==> config.mk <==
export PLATFORM = sky130hd
export DESIGN_NAME = cpg_top
export DESIGN_NICKNAME = d
export VERILOG_FILES = /design/src/verilog/cpg_pkg.sv /design/src/verilog/cpg_crc32.sv /design/src/verilog/cpg_top.sv
export VERILOG_INCLUDE_DIRS = /design/src /design/src/verilog
export SDC_FILE = /design/constraint.sdc
export NUM_CORES = 1
export LEC_CHECK = 0
export BUFFER_PORTS_ARGS = -buffer_cell sky130_fd_sc_hd__buf_2
export CAP_MARGIN = 20
export CORE_ASPECT_RATIO = 0.9
export CORE_MARGIN = 4
export CORE_UTILIZATION = 50
export CTS_CLUSTER_SIZE = 40
export DETAILED_ROUTE_END_ITERATION = 16
export PLACE_DENSITY = 0.68
export SLEW_MARGIN = 30
export SYNTH_ARGS = -nofsm -noshare
export SYNTH_HDL_FRONTEND = slang
export SYNTH_SLANG_ARGS = --single-unit
==> constraint.sdc <==
create_clock -name pclk -period 6.3 [get_ports pclk]
set_clock_uncertainty 0.2 [all_clocks]
set_input_delay 1.89 -clock pclk [delete_from_list [all_inputs] [get_ports pclk]]
set_output_delay 1.89 -clock pclk [all_outputs]
set_load 0.01 [all_outputs]
==> src/verilog/cpg_params.svh <==
`ifndef CPG_PARAMS_SVH
`define CPG_PARAMS_SVH

// Register indices; byte address is four times the index
`define CPG_IDX_GEN_CTRL   6'h10
`define CPG_IDX_CHK_COUNT  6'h11
`define CPG_IDX_CHK_CTRL   6'h12
`define CPG_IDX_GAP_LEN    6'h13
`define CPG_IDX_LATE_COLL  6'h17
`define CPG_IDX_IRQ_STATUS 6'h1E
`define CPG_IDX_IRQ_MASK   6'h1F

// Generator control field positions
`define CPG_GEN_BURST_LSB  8
`define CPG_GEN_TRIG       7
`define CPG_GEN_SELFCLR    6
`define CPG_GEN_RSVD       5
`define CPG_GEN_CRC_EN     4
`define CPG_GEN_ENABLE     3
`define CPG_GEN_PATTERN    2
`define CPG_GEN_LONG       1
`define CPG_GEN_ERRORED    0

// Checker control field positions
`define CPG_CHK_CNT_RST    4
`define CPG_CHK_STUB       3

// Interrupt status bit positions
`define CPG_IRQ_DONE       0
`define CPG_IRQ_CRC_ERR    1
`define CPG_IRQ_LATE_COLL  2

// Reset values
`define CPG_GEN_CTRL_RST   16'h0000
`define CPG_GAP_LEN_RST    8'h0c
`define CPG_LFSR_SEED      16'hace1

// Frame geometry in bytes
`define CPG_FRAME_LONG     11'h5ee
`define CPG_FRAME_SHORT    11'h040
`define CPG_FCS_BYTES      11'h004
`define CPG_LC_A_FIRST     11'h041
`define CPG_LC_A_LAST      11'h060
`define CPG_LC_B_FIRST     11'h061
`define CPG_LC_B_LAST      11'h080

// Frame check sequence constants
`define CPG_CRC_POLY       32'hedb8_8320
`define CPG_CRC_INIT       32'hffff_ffff
`define CPG_CRC_RESIDUE    32'hdebb_20e3

`endif

==> src/verilog/cpg_pkg.sv <==
package cpg_pkg;

    // Transmit sequencer states
    typedef enum logic [1:0] {
        CPG_TX_IDLE,
        CPG_TX_DATA,
        CPG_TX_GAP
    } cpg_tx_state_e;

    typedef logic [15:0] cpg_word_t;

endpackage

==> src/verilog/cpg_crc32.sv <==
`timescale 1ns/1ps
`default_nettype none
`include "cpg_params.svh"

module cpg_crc32 import cpg_pkg::*; (
    input  wire logic        clk,
    input  wire logic        rst_n,
    input  wire logic        clr,
    input  wire logic        en,
    input  wire logic [7:0]  data,
    output logic      [31:0] crc_q
);

    // Reflected byte-wise update, LSB of the byte first as on the wire
    function automatic logic [31:0] crc_next(input logic [31:0] c, input logic [7:0] d);
        logic [31:0] r;
        r = c;
        for (int i = 0; i < 8; i++) begin
            r = (r[0] ^ d[i]) ? ((r >> 1) ^ `CPG_CRC_POLY) : (r >> 1);
        end
        return r;
    endfunction

    // Clear together with a byte folds that byte into a fresh CRC
    always_ff @(posedge clk or negedge rst_n) begin
        if (!rst_n) begin
            crc_q <= `CPG_CRC_INIT;
        end else if (en) begin
            crc_q <= crc_next(clr ? `CPG_CRC_INIT : crc_q, data);
        end else if (clr) begin
            crc_q <= `CPG_CRC_INIT;
        end
    end

endmodule
`default_nettype wire

==> src/verilog/cpg_top.sv <==
// Chosen here: the APB register port.
`timescale 1ns/1ps
`default_nettype none
`include "cpg_params.svh"

module cpg_top import cpg_pkg::*; #(
    parameter int unsigned AW = 8
) (
    input  wire logic          pclk,
    input  wire logic          presetn,
    input  wire logic          psel,
    input  wire logic          penable,
    input  wire logic          pwrite,
    input  wire logic [AW-1:0] paddr,
    input  wire logic [31:0]   pwdata,
    output logic      [31:0]   prdata,
    output logic               pready,
    output logic               pslverr,
    input  wire logic          rx_dv,
    input  wire logic          rx_er,
    input  wire logic [7:0]    rxd,
    input  wire logic          half_duplex,
    output logic               tx_en,
    output logic               tx_er,
    output logic      [7:0]    txd,
    output logic               irq,
    output logic               stub_test_en
);

    // Generator control fields
    logic [7:0]  burst_q;
    logic        done_q, selfclr_q, rsvd_q, crc_en_q, gen_en_q;
    logic        pattern_q, long_q, errored_q;
    logic [7:0]  sent_q;
    logic [2:0]  chk_rsvd_q;
    logic [7:0]  gap_rsvd_q, ipg_q;
    logic        cnt_rst_q;
    // Transmit path
    cpg_tx_state_e state_q;
    logic [10:0] pos_q;
    logic [7:0]  gap_cnt_q;
    logic [15:0] lfsr_q;
    logic [31:0] tx_crc;
    // Receive checker
    logic        rx_prev_q, rx_bad_q;
    logic [31:0] rx_crc;
    logic [7:0]  pkt_cnt_q, err_cnt_q;
    logic [7:0]  lc_a_q, lc_b_q;
    // Interrupts
    logic [2:0]  irq_st_q, irq_mask_q;
    logic [8:0]  idle_cnt_q;

    // Bus phases; the slave is always ready, so an access is one cycle
    logic        setup, wr_acc, rd_acc;
    logic [5:0]  idx;
    assign setup  = psel && !penable;
    assign wr_acc = psel && penable && pwrite;
    assign rd_acc = psel && penable && !pwrite;
    assign idx    = paddr[7:2];

    function automatic logic [7:0] sat_inc(input logic [7:0] v, input logic inc);
        return (inc && v != 8'hff) ? v + 8'h01 : v;
    endfunction

    function automatic logic mapped(input logic [5:0] i, input logic [1:0] lo);
        return lo == 2'h0 && (i == `CPG_IDX_GEN_CTRL || i == `CPG_IDX_CHK_COUNT
            || i == `CPG_IDX_CHK_CTRL || i == `CPG_IDX_GAP_LEN || i == `CPG_IDX_LATE_COLL
            || i == `CPG_IDX_IRQ_STATUS || i == `CPG_IDX_IRQ_MASK);
    endfunction

    function automatic cpg_word_t rd_mux(input logic [5:0] i);
        case (i)
            `CPG_IDX_GEN_CTRL:   rd_mux = {burst_q, done_q, selfclr_q, rsvd_q, crc_en_q,
                                           gen_en_q, pattern_q, long_q, errored_q};
            `CPG_IDX_CHK_COUNT:  rd_mux = {pkt_cnt_q, err_cnt_q};
            `CPG_IDX_CHK_CTRL:   rd_mux = {11'h000, 1'b0, stub_test_en, chk_rsvd_q};
            `CPG_IDX_GAP_LEN:    rd_mux = {gap_rsvd_q, ipg_q};
            `CPG_IDX_LATE_COLL:  rd_mux = {lc_b_q, lc_a_q};
            `CPG_IDX_IRQ_STATUS: rd_mux = {13'h0000, irq_st_q};
            `CPG_IDX_IRQ_MASK:   rd_mux = {13'h0000, irq_mask_q};
            default:             rd_mux = 16'h0000;
        endcase
    endfunction

    logic wr_gen, wr_chk, wr_gap, wr_mask, rd_lc, rd_st;
    assign wr_gen  = wr_acc && mapped(idx, paddr[1:0]) && idx == `CPG_IDX_GEN_CTRL;
    assign wr_chk  = wr_acc && mapped(idx, paddr[1:0]) && idx == `CPG_IDX_CHK_CTRL;
    assign wr_gap  = wr_acc && mapped(idx, paddr[1:0]) && idx == `CPG_IDX_GAP_LEN;
    assign wr_mask = wr_acc && mapped(idx, paddr[1:0]) && idx == `CPG_IDX_IRQ_MASK;
    assign rd_lc   = rd_acc && mapped(idx, paddr[1:0]) && idx == `CPG_IDX_LATE_COLL;
    assign rd_st   = rd_acc && mapped(idx, paddr[1:0]) && idx == `CPG_IDX_IRQ_STATUS;

    // Read data is snapshotted in the setup cycle; read-clears later subtract the snapshot
    always_ff @(posedge pclk or negedge presetn) begin
        if (!presetn) begin
            prdata  <= 32'h0000_0000;
            pready  <= 1'b0;
            pslverr <= 1'b0;
        end else begin
            pready <= 1'b1;
            if (setup) begin
                prdata  <= {16'h0000, mapped(idx, paddr[1:0]) ? rd_mux(idx) : 16'h0000};
                pslverr <= !mapped(idx, paddr[1:0]);
            end
        end
    end

    // Frame boundaries seen by the control logic
    logic frame_end, last_frame, trig_valid, start;
    assign frame_end  = state_q == CPG_TX_GAP && gap_cnt_q == ipg_q;
    assign last_frame = burst_q != 8'h00 && sent_q + 8'h01 == burst_q;
    assign trig_valid = selfclr_q && gen_en_q && burst_q != 8'h00;
    assign start      = gen_en_q && !done_q
                        && (state_q == CPG_TX_IDLE || (frame_end && !last_frame));

    // Generator control; a burst finishing in the same cycle as a write still marks done
    always_ff @(posedge pclk or negedge presetn) begin
        if (!presetn) begin
            {burst_q, done_q, selfclr_q, rsvd_q, crc_en_q} <= 12'(`CPG_GEN_CTRL_RST >> 4);
            {gen_en_q, pattern_q, long_q, errored_q}        <= 4'(`CPG_GEN_CTRL_RST);
            sent_q <= 8'h00;
        end else begin
            if (wr_gen) begin
                burst_q   <= pwdata[`CPG_GEN_BURST_LSB +: 8];
                selfclr_q <= pwdata[`CPG_GEN_SELFCLR];
                rsvd_q    <= pwdata[`CPG_GEN_RSVD];
                crc_en_q  <= pwdata[`CPG_GEN_CRC_EN];
                gen_en_q  <= pwdata[`CPG_GEN_ENABLE];
                pattern_q <= pwdata[`CPG_GEN_PATTERN];
                long_q    <= pwdata[`CPG_GEN_LONG];
                errored_q <= pwdata[`CPG_GEN_ERRORED];
                // Fresh enable or a zero written over a done trigger re-arms the burst
                if ((!gen_en_q && pwdata[`CPG_GEN_ENABLE])
                    || (trig_valid && done_q && !pwdata[`CPG_GEN_TRIG])) begin
                    done_q <= 1'b0;
                    sent_q <= 8'h00;
                end
            end
            if (frame_end && burst_q != 8'h00) begin
                if (last_frame) begin
                    done_q <= 1'b1;
                    sent_q <= 8'h00;
                    if (!selfclr_q) begin
                        gen_en_q <= 1'b0;
                    end
                end else begin
                    sent_q <= sent_q + 8'h01;
                end
            end
        end
    end

    // Checker control and gap setting
    always_ff @(posedge pclk or negedge presetn) begin
        if (!presetn) begin
            cnt_rst_q    <= 1'b0;
            stub_test_en <= 1'b0;
            chk_rsvd_q   <= 3'h0;
            gap_rsvd_q   <= 8'h00;
            ipg_q        <= `CPG_GAP_LEN_RST;
        end else begin
            cnt_rst_q <= wr_chk && pwdata[`CPG_CHK_CNT_RST];
            if (wr_chk) begin
                stub_test_en <= pwdata[`CPG_CHK_STUB];
                chk_rsvd_q   <= pwdata[2:0];
            end
            if (wr_gap) begin
                gap_rsvd_q <= pwdata[15:8];
                ipg_q      <= pwdata[7:0];
            end
        end
    end

    // Payload byte for a 1-based frame position
    logic [10:0] flen, nxt_pos;
    logic        nxt_fcs;
    logic [1:0]  fcs_idx;
    logic [7:0]  pay_byte, fcs_byte;
    assign flen     = long_q ? `CPG_FRAME_LONG : `CPG_FRAME_SHORT;
    assign nxt_pos  = (state_q == CPG_TX_DATA) ? pos_q + 11'h001 : 11'h001;
    assign nxt_fcs  = nxt_pos > flen - `CPG_FCS_BYTES;
    assign fcs_idx  = 2'(nxt_pos - (flen - `CPG_FCS_BYTES) - 11'h001);
    assign pay_byte = pattern_q ? (nxt_pos[0] ? 8'h5a : 8'ha5) : lfsr_q[7:0];
    // Errored frames send the uncomplemented CRC so the check fails
    assign fcs_byte = errored_q ? tx_crc[8*fcs_idx +: 8] : ~tx_crc[8*fcs_idx +: 8];

    cpg_crc32 u_tx_crc (
        .clk   (pclk),
        .rst_n (presetn),
        .clr   (start),
        .en    ((start || state_q == CPG_TX_DATA) && !nxt_fcs && nxt_pos <= flen),
        .data  (pay_byte),
        .crc_q (tx_crc)
    );

    // Transmit sequencer; a disable only takes effect between frames
    always_ff @(posedge pclk or negedge presetn) begin
        if (!presetn) begin
            state_q   <= CPG_TX_IDLE;
            pos_q     <= 11'h000;
            gap_cnt_q <= 8'h00;
            lfsr_q    <= `CPG_LFSR_SEED;
            tx_en     <= 1'b0;
            tx_er     <= 1'b0;
            txd       <= 8'h00;
        end else begin
            case (state_q)
                CPG_TX_IDLE, CPG_TX_GAP: begin
                    gap_cnt_q <= gap_cnt_q + 8'h01;
                    if (start) begin
                        state_q <= CPG_TX_DATA;
                        pos_q   <= 11'h001;
                        tx_en   <= 1'b1;
                        txd     <= pay_byte;
                        lfsr_q  <= {lfsr_q[14:0], lfsr_q[15] ^ lfsr_q[13] ^ lfsr_q[12] ^ lfsr_q[10]};
                    end else if (frame_end) begin
                        state_q <= CPG_TX_IDLE;
                    end
                end
                CPG_TX_DATA: begin
                    if (pos_q == flen) begin
                        state_q   <= CPG_TX_GAP;
                        gap_cnt_q <= 8'h00;
                        tx_en     <= 1'b0;
                        tx_er     <= 1'b0;
                        txd       <= 8'h00;
                    end else begin
                        pos_q <= nxt_pos;
                        txd   <= nxt_fcs ? fcs_byte : pay_byte;
                        // Symbol error rides on the last check byte of an errored frame
                        tx_er <= errored_q && nxt_pos == flen;
                        if (!nxt_fcs) begin
                            lfsr_q <= {lfsr_q[14:0],
                                       lfsr_q[15] ^ lfsr_q[13] ^ lfsr_q[12] ^ lfsr_q[10]};
                        end
                    end
                end
                default: begin
                    state_q <= CPG_TX_IDLE;
                    tx_en   <= 1'b0;
                end
            endcase
        end
    end

    // Receive checker: residue test over data and check bytes
    logic rx_start, rx_end, rx_count, rx_bad;
    assign rx_start = rx_dv && !rx_prev_q;
    assign rx_end   = !rx_dv && rx_prev_q;
    assign rx_count = rx_end && crc_en_q;
    assign rx_bad   = rx_count && (rx_bad_q || rx_crc != `CPG_CRC_RESIDUE);

    cpg_crc32 u_rx_crc (
        .clk   (pclk),
        .rst_n (presetn),
        .clr   (rx_start),
        .en    (rx_dv),
        .data  (rxd),
        .crc_q (rx_crc)
    );

    // Counters hold their value while the checker is disabled
    always_ff @(posedge pclk or negedge presetn) begin
        if (!presetn) begin
            rx_prev_q <= 1'b0;
            rx_bad_q  <= 1'b0;
            pkt_cnt_q <= 8'h00;
            err_cnt_q <= 8'h00;
        end else begin
            rx_prev_q <= rx_dv;
            rx_bad_q  <= rx_start ? rx_er : (rx_bad_q || (rx_dv && rx_er));
            if (cnt_rst_q) begin
                pkt_cnt_q <= 8'h00;
                err_cnt_q <= 8'h00;
            end else begin
                pkt_cnt_q <= sat_inc(pkt_cnt_q, rx_count);
                err_cnt_q <= sat_inc(err_cnt_q, rx_bad);
            end
        end
    end

    // Late collisions judged by the position of the byte now on the transmit bus
    logic lc_a_hit, lc_b_hit;
    assign lc_a_hit = half_duplex && rx_start && tx_en
                      && pos_q >= `CPG_LC_A_FIRST && pos_q <= `CPG_LC_A_LAST;
    assign lc_b_hit = half_duplex && rx_start && tx_en
                      && pos_q >= `CPG_LC_B_FIRST && pos_q <= `CPG_LC_B_LAST;

    // Clear-on-read subtracts what was read, so a hit during the read is kept
    always_ff @(posedge pclk or negedge presetn) begin
        if (!presetn) begin
            lc_a_q <= 8'h00;
            lc_b_q <= 8'h00;
        end else if (rd_lc) begin
            lc_a_q <= sat_inc(lc_a_q - prdata[7:0], lc_a_hit);
            lc_b_q <= sat_inc(lc_b_q - prdata[15:8], lc_b_hit);
        end else begin
            lc_a_q <= sat_inc(lc_a_q, lc_a_hit);
            lc_b_q <= sat_inc(lc_b_q, lc_b_hit);
        end
    end

    // Sticky events, read-clear with set winning, masked onto one level output
    logic [2:0] ev, st_d;
    assign ev = {lc_a_hit || lc_b_hit, rx_bad, frame_end && last_frame};
    assign st_d = (rd_st ? (irq_st_q & ~prdata[2:0]) : irq_st_q) | ev;

    always_ff @(posedge pclk or negedge presetn) begin
        if (!presetn) begin
            irq_st_q   <= 3'h0;
            irq_mask_q <= 3'h0;
            irq        <= 1'b0;
        end else begin
            irq_st_q <= st_d;
            if (wr_mask) begin
                irq_mask_q <= pwdata[2:0];
            end
            irq <= |(st_d & (wr_mask ? pwdata[2:0] : irq_mask_q));
        end
    end

    // Helper for checks: idle cycles since the transmit bus last dropped
    always_ff @(posedge pclk or negedge presetn) begin
        if (!presetn) begin
            idle_cnt_q <= 9'h1ff;
        end else if (tx_en) begin
            idle_cnt_q <= 9'h000;
        end else if (idle_cnt_q != 9'h1ff) begin
            idle_cnt_q <= idle_cnt_q + 9'h001;
        end
    end

    AST_DONE_QUIET: assert property (@(posedge pclk) disable iff (!presetn)
        done_q |-> !tx_en)
        else $error("transmit active while burst done");
    AST_SELFCLR_DROP: assert property (@(posedge pclk) disable iff (!presetn)
        $rose(done_q) && !$past(selfclr_q) && !$past(wr_gen) |-> !gen_en_q)
        else $error("enable did not self clear");
    AST_SELFCLR_KEEP: assert property (@(posedge pclk) disable iff (!presetn)
        $rose(done_q) && $past(selfclr_q) && !$past(wr_gen) |-> gen_en_q)
        else $error("enable cleared with self clear control set");
    AST_CONTINUOUS: assert property (@(posedge pclk) disable iff (!presetn)
        $rose(done_q) |-> $past(burst_q) != 8'h00)
        else $error("continuous mode ended");
    AST_FRAME_LEN: assert property (@(posedge pclk) disable iff (!presetn)
        $fell(tx_en) && $stable(long_q) |-> $past(pos_q) == flen)
        else $error("frame length wrong");
    AST_SYMBOL_ERR: assert property (@(posedge pclk) disable iff (!presetn)
        tx_er |-> tx_en && errored_q && pos_q == flen)
        else $error("symbol error outside errored frame end");
    AST_GAP_LEN: assert property (@(posedge pclk) disable iff (!presetn)
        $rose(tx_en) && $stable(ipg_q) |-> idle_cnt_q >= {1'b0, ipg_q} + 9'h001)
        else $error("inter packet gap too short");
    AST_PKT_SAT: assert property (@(posedge pclk) disable iff (!presetn)
        pkt_cnt_q == 8'hff && !cnt_rst_q |=> pkt_cnt_q == 8'hff)
        else $error("packet counter wrapped");
    AST_ERR_SAT: assert property (@(posedge pclk) disable iff (!presetn)
        err_cnt_q == 8'hff && !cnt_rst_q |=> err_cnt_q == 8'hff)
        else $error("crc error counter wrapped");
    AST_CNT_RST: assert property (@(posedge pclk) disable iff (!presetn)
        wr_chk && pwdata[`CPG_CHK_CNT_RST] |=> cnt_rst_q ##1 (pkt_cnt_q == 8'h00
            && err_cnt_q == 8'h00 && !cnt_rst_q))
        else $error("counter reset failed");
    AST_CHK_GATED: assert property (@(posedge pclk) disable iff (!presetn)
        !crc_en_q && !cnt_rst_q |=> $stable(pkt_cnt_q))
        else $error("checker counted while disabled");
    AST_LC_FULL: assert property (@(posedge pclk) disable iff (!presetn)
        lc_a_q > $past(lc_a_q) |-> $past(half_duplex))
        else $error("late collision counted in full duplex");
    AST_LC_SAT: assert property (@(posedge pclk) disable iff (!presetn)
        lc_b_q == 8'hff && !rd_lc |=> lc_b_q == 8'hff)
        else $error("late collision counter wrapped");

endmodule
`default_nettype wire
* After elaboration in Yosys (flattened, before gate mapping)
Index checks and enable logic that the tools add are counted.
** Word-level totals
- Register bits :: 215
- Latch bits :: 0
- Bits in writable memories :: 0
- ROM bits :: 0
- Bits of input ports :: 56
- Output and inout bits :: 46
- Memories kept :: 0
** Operators by class
- $add $sub $neg :: 14
- $mul :: 0
- Divide/modulo/power cells :: 0
- Order comparisons :: 6
- Equal/unequal tests :: 25
- Shift-type cells :: 1
- Muxes and demuxes :: 73
- Bitwise operators :: 40
- Reductions and logical operators :: 87
** Operators with widths (count)
- $mux W32 :: 20
- $not A13 Y14 :: 16
- $mux W8 :: 21
- $pmux W16 S7 :: 1
- $add A8 B1 Y8 const B :: 8
- $mux W16 :: 4
- $ne A8 B8 Y1 const B :: 6
- $logic_and A1 B1 Y1 :: 46
- $mux W11 :: 4
- $eq A6 B5 Y1 const B :: 7
- $ne A32 B32 Y1 const B :: 1
- $pmux W16 S2 :: 1
- $pmux W8 S2 :: 2
- $shiftx A32 B6 Y8 :: 1
- $eq A11 B11 Y1 :: 2
- $ge A11 B7 Y1 const B :: 2
- $pmux W11 S2 :: 1
- $xor A1 B1 Y1 :: 19
- $eq A8 B8 Y1 :: 2
- $sub A8 B8 Y8 :: 2
- $reduce_bool A2 Y1 :: 7
- $logic_or A1 B1 Y1 :: 12
- $mux W1 :: 12
- $add A11 B1 Y11 const B :: 1
- 28 further kinds :: 48

* Logic depth before layout (Yosys ltp)
- Depth after elaboration :: 25
- Depth in mapped cells :: 17
- Mapped depth without buffers :: 14

* By module
A second synthesis with hierarchy kept.
** Unflattened totals
- Cell total of the unflattened synthesis :: 1606
- Area, all modules :: 15305.9 um^2
** Modules (own cells, without submodules)
- cpg_top :: instances 1, cells each 1030, area an instance 9890.7 um^2
- cpg_crc32 :: instances 2, cells each 288, area an instance 2707.6 um^2

* Worst setup path after synthesis
OpenSTA, ideal clock, no wires.
- Kind :: input port to flip-flop
- Start point :: input port paddr[5]
- End point :: register burst_q[0]
- Arrival :: 4.400 ns
- Path slack :: 1.575 ns
- Stages :: 9
- Buffers on the path :: 3
- Path through :: buf_2 -> o211ai_1 -> o21ai_0 -> nand3_1 -> or3_1 -> clkbuf_1 -> nor4_1 -> clkbuf_1 -> mux2_2
** Between the ends
- Word-level cells in the longest chain between the ends :: 10
- Elaborated cells between the ends (all ways) :: 16
- Classes of those cells :: eq/ne: 7; reduce/logical: 9
** Ends and longest elaborated chain
- start: declaration :: RTL line cpg_top.sv:14 : input wire logic [AW-1:0] paddr,
- $eq A6 B5 Y1
- $logic_or A1 B1 Y1 (no source line) (6 in a row)
- $logic_and A1 B1 Y1 :: RTL line cpg_top.sv:66 : return lo == 2'h0 && (i == `CPG_IDX_GEN_CTRL || i == `CPG_IDX_CHK_COUNT
- $logic_and A1 B1 Y1 :: RTL line cpg_top.sv:86 : assign wr_gen = wr_acc && mapped(idx, paddr[1:0]) && idx == `CPG_IDX_GEN_CTRL;
- $logic_and A1 B1 Y1 (no source line) (*)
- end signal: assignment :: RTL line cpg_top.sv:119 : {burst_q, done_q, selfclr_q, rsvd_q, crc_en_q} <= 12'(`CPG_GEN_CTRL_RST >> 4);
- end signal: assignment :: RTL line cpg_top.sv:124 : burst_q <= pwdata[`CPG_GEN_BURST_LSB +: 8];
- end: declaration :: RTL line cpg_top.sv:31 : logic [7:0] burst_q;
Every way passes the cells marked *; elsewhere a longest branch is shown, timed or not.
A chain may end at the register's enable or synchronous reset.

* Final worst setup path
- Start point :: register state_q[0]
- End point :: register u_tx_crc.crc_q[19]
** Between the ends
- Word-level cells in the longest chain between the ends :: 21
- Elaborated cells between the ends (all ways) :: 40
- Classes of those cells :: order compare: 2; eq/ne: 2; mux: 13; bitwise: 14; reduce/logical: 9
** Ends and longest elaborated chain
- start: declaration :: RTL line cpg_top.sv:39 : cpg_tx_state_e state_q;
- start signal: assignment :: RTL line cpg_top.sv:199 : state_q <= CPG_TX_IDLE;
- start signal: assignment :: RTL line cpg_top.sv:211 : state_q <= CPG_TX_DATA;
- start signal: assignment :: RTL line cpg_top.sv:217 : state_q <= CPG_TX_IDLE;
- $eq A2 B2 Y1 :: RTL line cpg_top.sv:110 : assign frame_end = state_q == CPG_TX_GAP && gap_cnt_q == ipg_q;
- $logic_and A1 B1 Y1 :: RTL line cpg_top.sv:110
- $logic_and A1 B1 Y1 :: RTL line cpg_top.sv:114 : && (state_q == CPG_TX_IDLE || (frame_end && !last_frame));
- $logic_or A1 B1 Y1 :: RTL line cpg_top.sv:114
- $logic_and A1 B1 Y1 :: RTL line cpg_top.sv:114
- $mux W32 :: RTL line cpg_crc32.sv:29 : crc_q <= crc_next(clr ? `CPG_CRC_INIT : crc_q, data);
- $xor A1 B1 Y1 / $not A13 Y14 (equally long branches)
- $mux W32 (2 in a row) :: RTL line cpg_crc32.sv:19 : r = (r[0] ^ d[i]) ? ((r >> 1) ^ `CPG_CRC_POLY) : (r >> 1);
- [... 3 more ...]
- $mux W32 (2 in a row) :: RTL line cpg_crc32.sv:19
- $not A13 Y14 (no source line)
- $mux W32 :: RTL line cpg_crc32.sv:19
- $not A13 Y14 (no source line)
- $mux W32 :: RTL line cpg_crc32.sv:19
- $not A13 Y14 (no source line)
- $mux W32 :: RTL line cpg_crc32.sv:19
- $mux W32 (*) :: RTL line cpg_crc32.sv:28 : end else if (en) begin
- end signal: assignment :: RTL line cpg_crc32.sv:27 : crc_q <= `CPG_CRC_INIT;
- end signal: assignment :: RTL line cpg_crc32.sv:29
- end signal: assignment :: RTL line cpg_crc32.sv:31 : crc_q <= `CPG_CRC_INIT;
- end: declaration :: RTL line cpg_crc32.sv:11 : output logic [31:0] crc_q
Marked as above.

==> impl_metrics.prom <==
# TYPE chip_impl_metric gauge
chip_impl_metric{name="setup_tns",unit="ns"} 0
chip_impl_info{name="cp-start-kind",value="flip-flop"} 1
chip_impl_metric{name="clk-insertion-delay-late",unit="ns"} 0.54
chip_impl_metric{name="core_region_area",unit="mm^2"} 0.02808
chip_impl_metric{name="power",unit="W"} 0.004430
chip_impl_info{name="cpMostUsedCell",value="nor2_1"} 1
chip_impl_metric{name="synth.cell_area",unit="mm^2"} 0.01431
chip_impl_metric{name="largest_net_degree_at_the_start_of_global_routing",unit=""} 87
chip_impl_metric{name="setup_slack",unit="ns"} 1.756
chip_impl_metric{name="synth_top_area_frac",unit=""} 0.2465
chip_impl_metric{name="finalInstanceArea",unit="mm^2"} 0.01581
chip_impl_metric{name="drt.antenna.violating_nets",unit=""} 0
chip_impl_metric{name="slew_headroom",unit=""} 0.3075
chip_impl_metric{name="ios",unit=""} 102
chip_impl_info{name="status",value="finished clean"} 1
chip_impl_metric{name="initial_core_util",unit=""} 0.5097
chip_impl_info{name="tritoncts",value="done"} 1
chip_impl_info{name="post-synth-top-count-cell",value="nand2_1"} 1
chip_impl_metric{name="postSynthRegisterBits",unit=""} 215
chip_impl_info{name="post-synth-top-area-cell",value="dfrtp_1"} 1
chip_impl_info{name="hold_path_class",value="reg -> reg"} 1
chip_impl_info{name="grt_setup_unrepaired",value="no"} 1
chip_impl_metric{name="drc_errors",unit=""} 0
chip_impl_metric{name="detail_route.wirelength",unit="um"} 35640
chip_impl_metric{name="dp_hpwl",unit="um"} 25040
chip_impl_metric{name="grt.total_usage",unit=""} 0.2232
chip_impl_metric{name="dieArea",unit="mm^2"} 0.03140
chip_impl_metric{name="grt.overflow.total",unit=""} 0
chip_impl_metric{name="grt_antenna_before_repair",unit=""} 2
chip_impl_metric{name="avgSynthCellArea",unit="um^2"} 9.295
chip_impl_metric{name="wl_per_cell",unit="um"} 18.24
chip_impl_metric{name="drive_gt1_frac",unit=""} 0.1922
chip_impl_info{name="worstSetupEndpointType",value="flip-flop"} 1
chip_impl_metric{name="cts_setup_buffers",unit=""} 0
chip_impl_info{name="synth_common_cells",value="nand2_1 (152), dfrtp_1 (141), xnor2_1 (133), nor2_1 (118), o21ai_0 (118)"} 1
chip_impl_metric{name="async_flop_share",unit=""} 1.000
chip_impl_metric{name="cts_num_sinks",unit=""} 215
chip_impl_metric{name="floorplan.die.height",unit="um"} 168.5
chip_impl_metric{name="timing.critical_path.slowest_cell_delay",unit="ns"} 0.75
chip_impl_metric{name="fillCellCount",unit=""} 2438
chip_impl_info{name="criticalPathCategory",value="reg -> reg"} 1
chip_impl_metric{name="grt_first_pass_wirelength",unit="um"} 59020
chip_impl_info{name="ctsRootBufferMaster",value="clkbuf_16"} 1
chip_impl_metric{name="buffers_added_on_ports",unit=""} 69
chip_impl_metric{name="post_cts.resized_instances",unit=""} 0
chip_impl_info{name="ff_to_ff_start",value="state_q[0]"} 1
chip_impl_metric{name="area_delta_synth_final",unit="%"} 10.45
chip_impl_metric{name="leak_pwr",unit="nW"} 6.540
chip_impl_metric{name="synth_enable_flop_cells",unit=""} 0
chip_impl_metric{name="globalplace.congestion",unit=""} 0.8614
chip_impl_metric{name="hold-worst-slack",unit="ns"} 0.2906
chip_impl_metric{name="number_of_nets_in_the_layout",unit=""} 1667
chip_impl_info{name="cell_type_of_the_slowest_stage_on_the_worst_timing_path",value="dfrtp_1"} 1
chip_impl_metric{name="dr_total_vias",unit=""} 11510
chip_impl_metric{name="std_cell_rows",unit=""} 58
chip_impl_info{name="critical_path.startpoint",value="state_q[0]"} 1
chip_impl_metric{name="power-per-cell-area",unit="mW/mm^2"} 280.2
chip_impl_metric{name="pre_cts_ws",unit="ns"} 1.382
chip_impl_metric{name="instance_count_of_the_mapped_netlist",unit=""} 1540
chip_impl_metric{name="timing.critical_path.required",unit="ns"} 6.55
chip_impl_metric{name="dpl-instance-area",unit="mm^2"} 0.01492
chip_impl_metric{name="shortest_clock_period_the_worst_path_allows_after_layout",unit="ns"} 4.544
chip_impl_metric{name="htree_num_levels",unit=""} 1
chip_impl_metric{name="timing_hold_violations_final",unit=""} 0
chip_impl_metric{name="cts.clk_slew.worst_paths",unit="ns"} 0.06
chip_impl_info{name="timing.critical_path.cells",value="nand2b_1 > nor2_1 > ha_1 > nor2b_1 > o21a_1 > o31a_1 > o21bai_1 > a21oi_1 > nor2_1 > nand2_1 > or4_1 > o311a_1"} 1
chip_impl_metric{name="ys_seq_area_frac",unit=""} 0.3823
chip_impl_metric{name="crit_fanout",unit=""} 21
chip_impl_metric{name="cts-root-to-sink-buffers",unit=""} 3
chip_impl_metric{name="worst_slew_pin_slew",unit="ns"} 1.031
chip_impl_metric{name="worst_case_vdd_ir_drop",unit="mV"} 0.2546
chip_impl_metric{name="cts.hold.buffers_added",unit=""} 0
chip_impl_metric{name="routed_via_density",unit=""} 5.891
chip_impl_metric{name="drtPass1Iterations",unit=""} 6
chip_impl_metric{name="crit_arrival",unit="ns"} 4.79
chip_impl_metric{name="timing_max_transition_violations_final",unit=""} 0
chip_impl_info{name="worst_hold_startpoint",value="txd[6]"} 1
chip_impl_info{name="synth_top_flop_cell",value="dfrtp_1"} 1
chip_impl_metric{name="vias_in_the_first_global_route",unit=""} 11200
chip_impl_metric{name="chipWidth",unit="um"} 186.4
chip_impl_info{name="leading_cell_types_by_total_area_after_synthesis",value="dfrtp_1 (25%), dfstp_2 (14%), xnor2_1 (8.1%)"} 1
chip_impl_metric{name="fmax",unit="GHz"} 0.2201
chip_impl_metric{name="ys_types",unit=""} 91
chip_impl_metric{name="cts-buffers-inserted",unit=""} 26
chip_impl_metric{name="synth-warning-count",unit=""} 0
chip_impl_metric{name="first_iter_violations",unit=""} 831
chip_impl_metric{name="maxCapViolations",unit=""} 0
chip_impl_metric{name="setup_viol",unit=""} 0
chip_impl_metric{name="fin_crit_sh",unit=""} 0.7212
logic make-up after synthesis:
logic type,after synthesis,share of synthesized area
and+or+nand+nor,487,0.1644
adders and majority gates,39,0.03514
muxes,96,0.08137
AOI/OAI and AO/OA,355,0.1645
buffers and inverters,154,0.04755
xor gates and xnor gates,192,0.1242
other,2,0.0005246
DFF,215,0.3823
registers in the layout (all words and copies together), names as in the netlist, 8 cells and up:
register / cells
lc_b_q: 8
sent_q: 8
pkt_cnt_q: 8
u_rx_crc.crc_q: 32
prdata: 16
err_cnt_q: 8
txd: 8
gap_cnt_q: 8
lfsr_q: 16
burst_q: 8
gap_rsvd_q: 8
pos_q: 11
lc_a_q: 8
ipg_q: 8
u_tx_crc.crc_q: 32
critical path: cells and delay by family (launching register included):
kind	cells	cell delay, ns
AO/OA/AOI/OAI	5	0.84
AND/OR/NAND/NOR	6	2.33
flip-flops	1	0.75
adder cells (fa/ha/maj)	1	0.31
final timing paths:
check                                     end  slack, ns  depth (start not counted)
max in group asynchronous            pos_q[3]       3.67                          2
min in group asynchronous          prdata[13]       1.13                          1
min reg2reg                            txd[6]       0.29                          1
min                                    txd[6]       0.29                          1
max reg2reg                u_tx_crc.crc_q[19]       1.76                         12
max                        u_tx_crc.crc_q[19]       1.76                         12
layer usage:
layer	vias up	share of wire	GRT usage
li1	5508	-	-
met1	5633	0.46	0.3241
met2	325	0.46	0.3559
met3	45	0.056	0.03381
met4	0	0.020	0.05368
met5	-	0	0
per-stage QoR:
step           cells    util
2_1_floorplan   1555       -
3_3_place_gp    1902  0.5293
3_5_place_dp    1904  0.5313
4_1_cts         1952  0.5628
5_1_grt         1954  0.5630
6_report        1954  0.5630
cell usage in the layout, fill, tap and decap left out, drive strengths merged, types with 6 or more instances in the layout:
cell type / Yosys / layout
conb: 2 / 17
and2: 12 / 12
nand4b: 6 / 6
nand2: 152 / 152
nand3: 50 / 50
or3: 7 / 7
o21a: 9 / 9
a31oi: 22 / 22
o22ai: 11 / 11
nor3: 36 / 36
nor4: 13 / 13
a22oi: 13 / 13
buf: 36 / 87
o21ai: 122 / 122
xor2: 52 / 52
a21oi: 73 / 73
nor2: 118 / 118
dfstp: 74 / 74
mux4: 10 / 10
o31a: 8 / 8
and3: 15 / 15
nand2b: 12 / 12
nand4: 17 / 17
inv: 55 / 55
o31ai: 23 / 23
ha: 37 / 37
clkinv: 1 / 11
dfrtp: 141 / 141
clkbuf: 62 / 33
nor2b: 30 / 30
mux2i: 23 / 23
xnor2: 135 / 135
mux2: 63 / 63
o311ai: 11 / 11
o22a: 15 / 15
cell type report:
type,instances,area (um^2),share of cell area
Antenna cell,2,5.005,0.0003166
Clock buffer,33,718.2,0.04543
Clock inverter,15,166.4,0.01053
Inverter,56,210.2,0.01330
Multi-Input combinational cell,1186,8244,0.5214
Sequential cell,215,5473,0.3462
Tap cell,360,450.4,0.02849
Timing Repair Buffer,87,543.0,0.03435
report_power, final:
group	internal [W]	switching, W
logic	0.000586	0.000598
registers	0.00159	0.000107
clock network	0.000931	0.000620
Note: power is estimated with default switching activity, not from simulation.
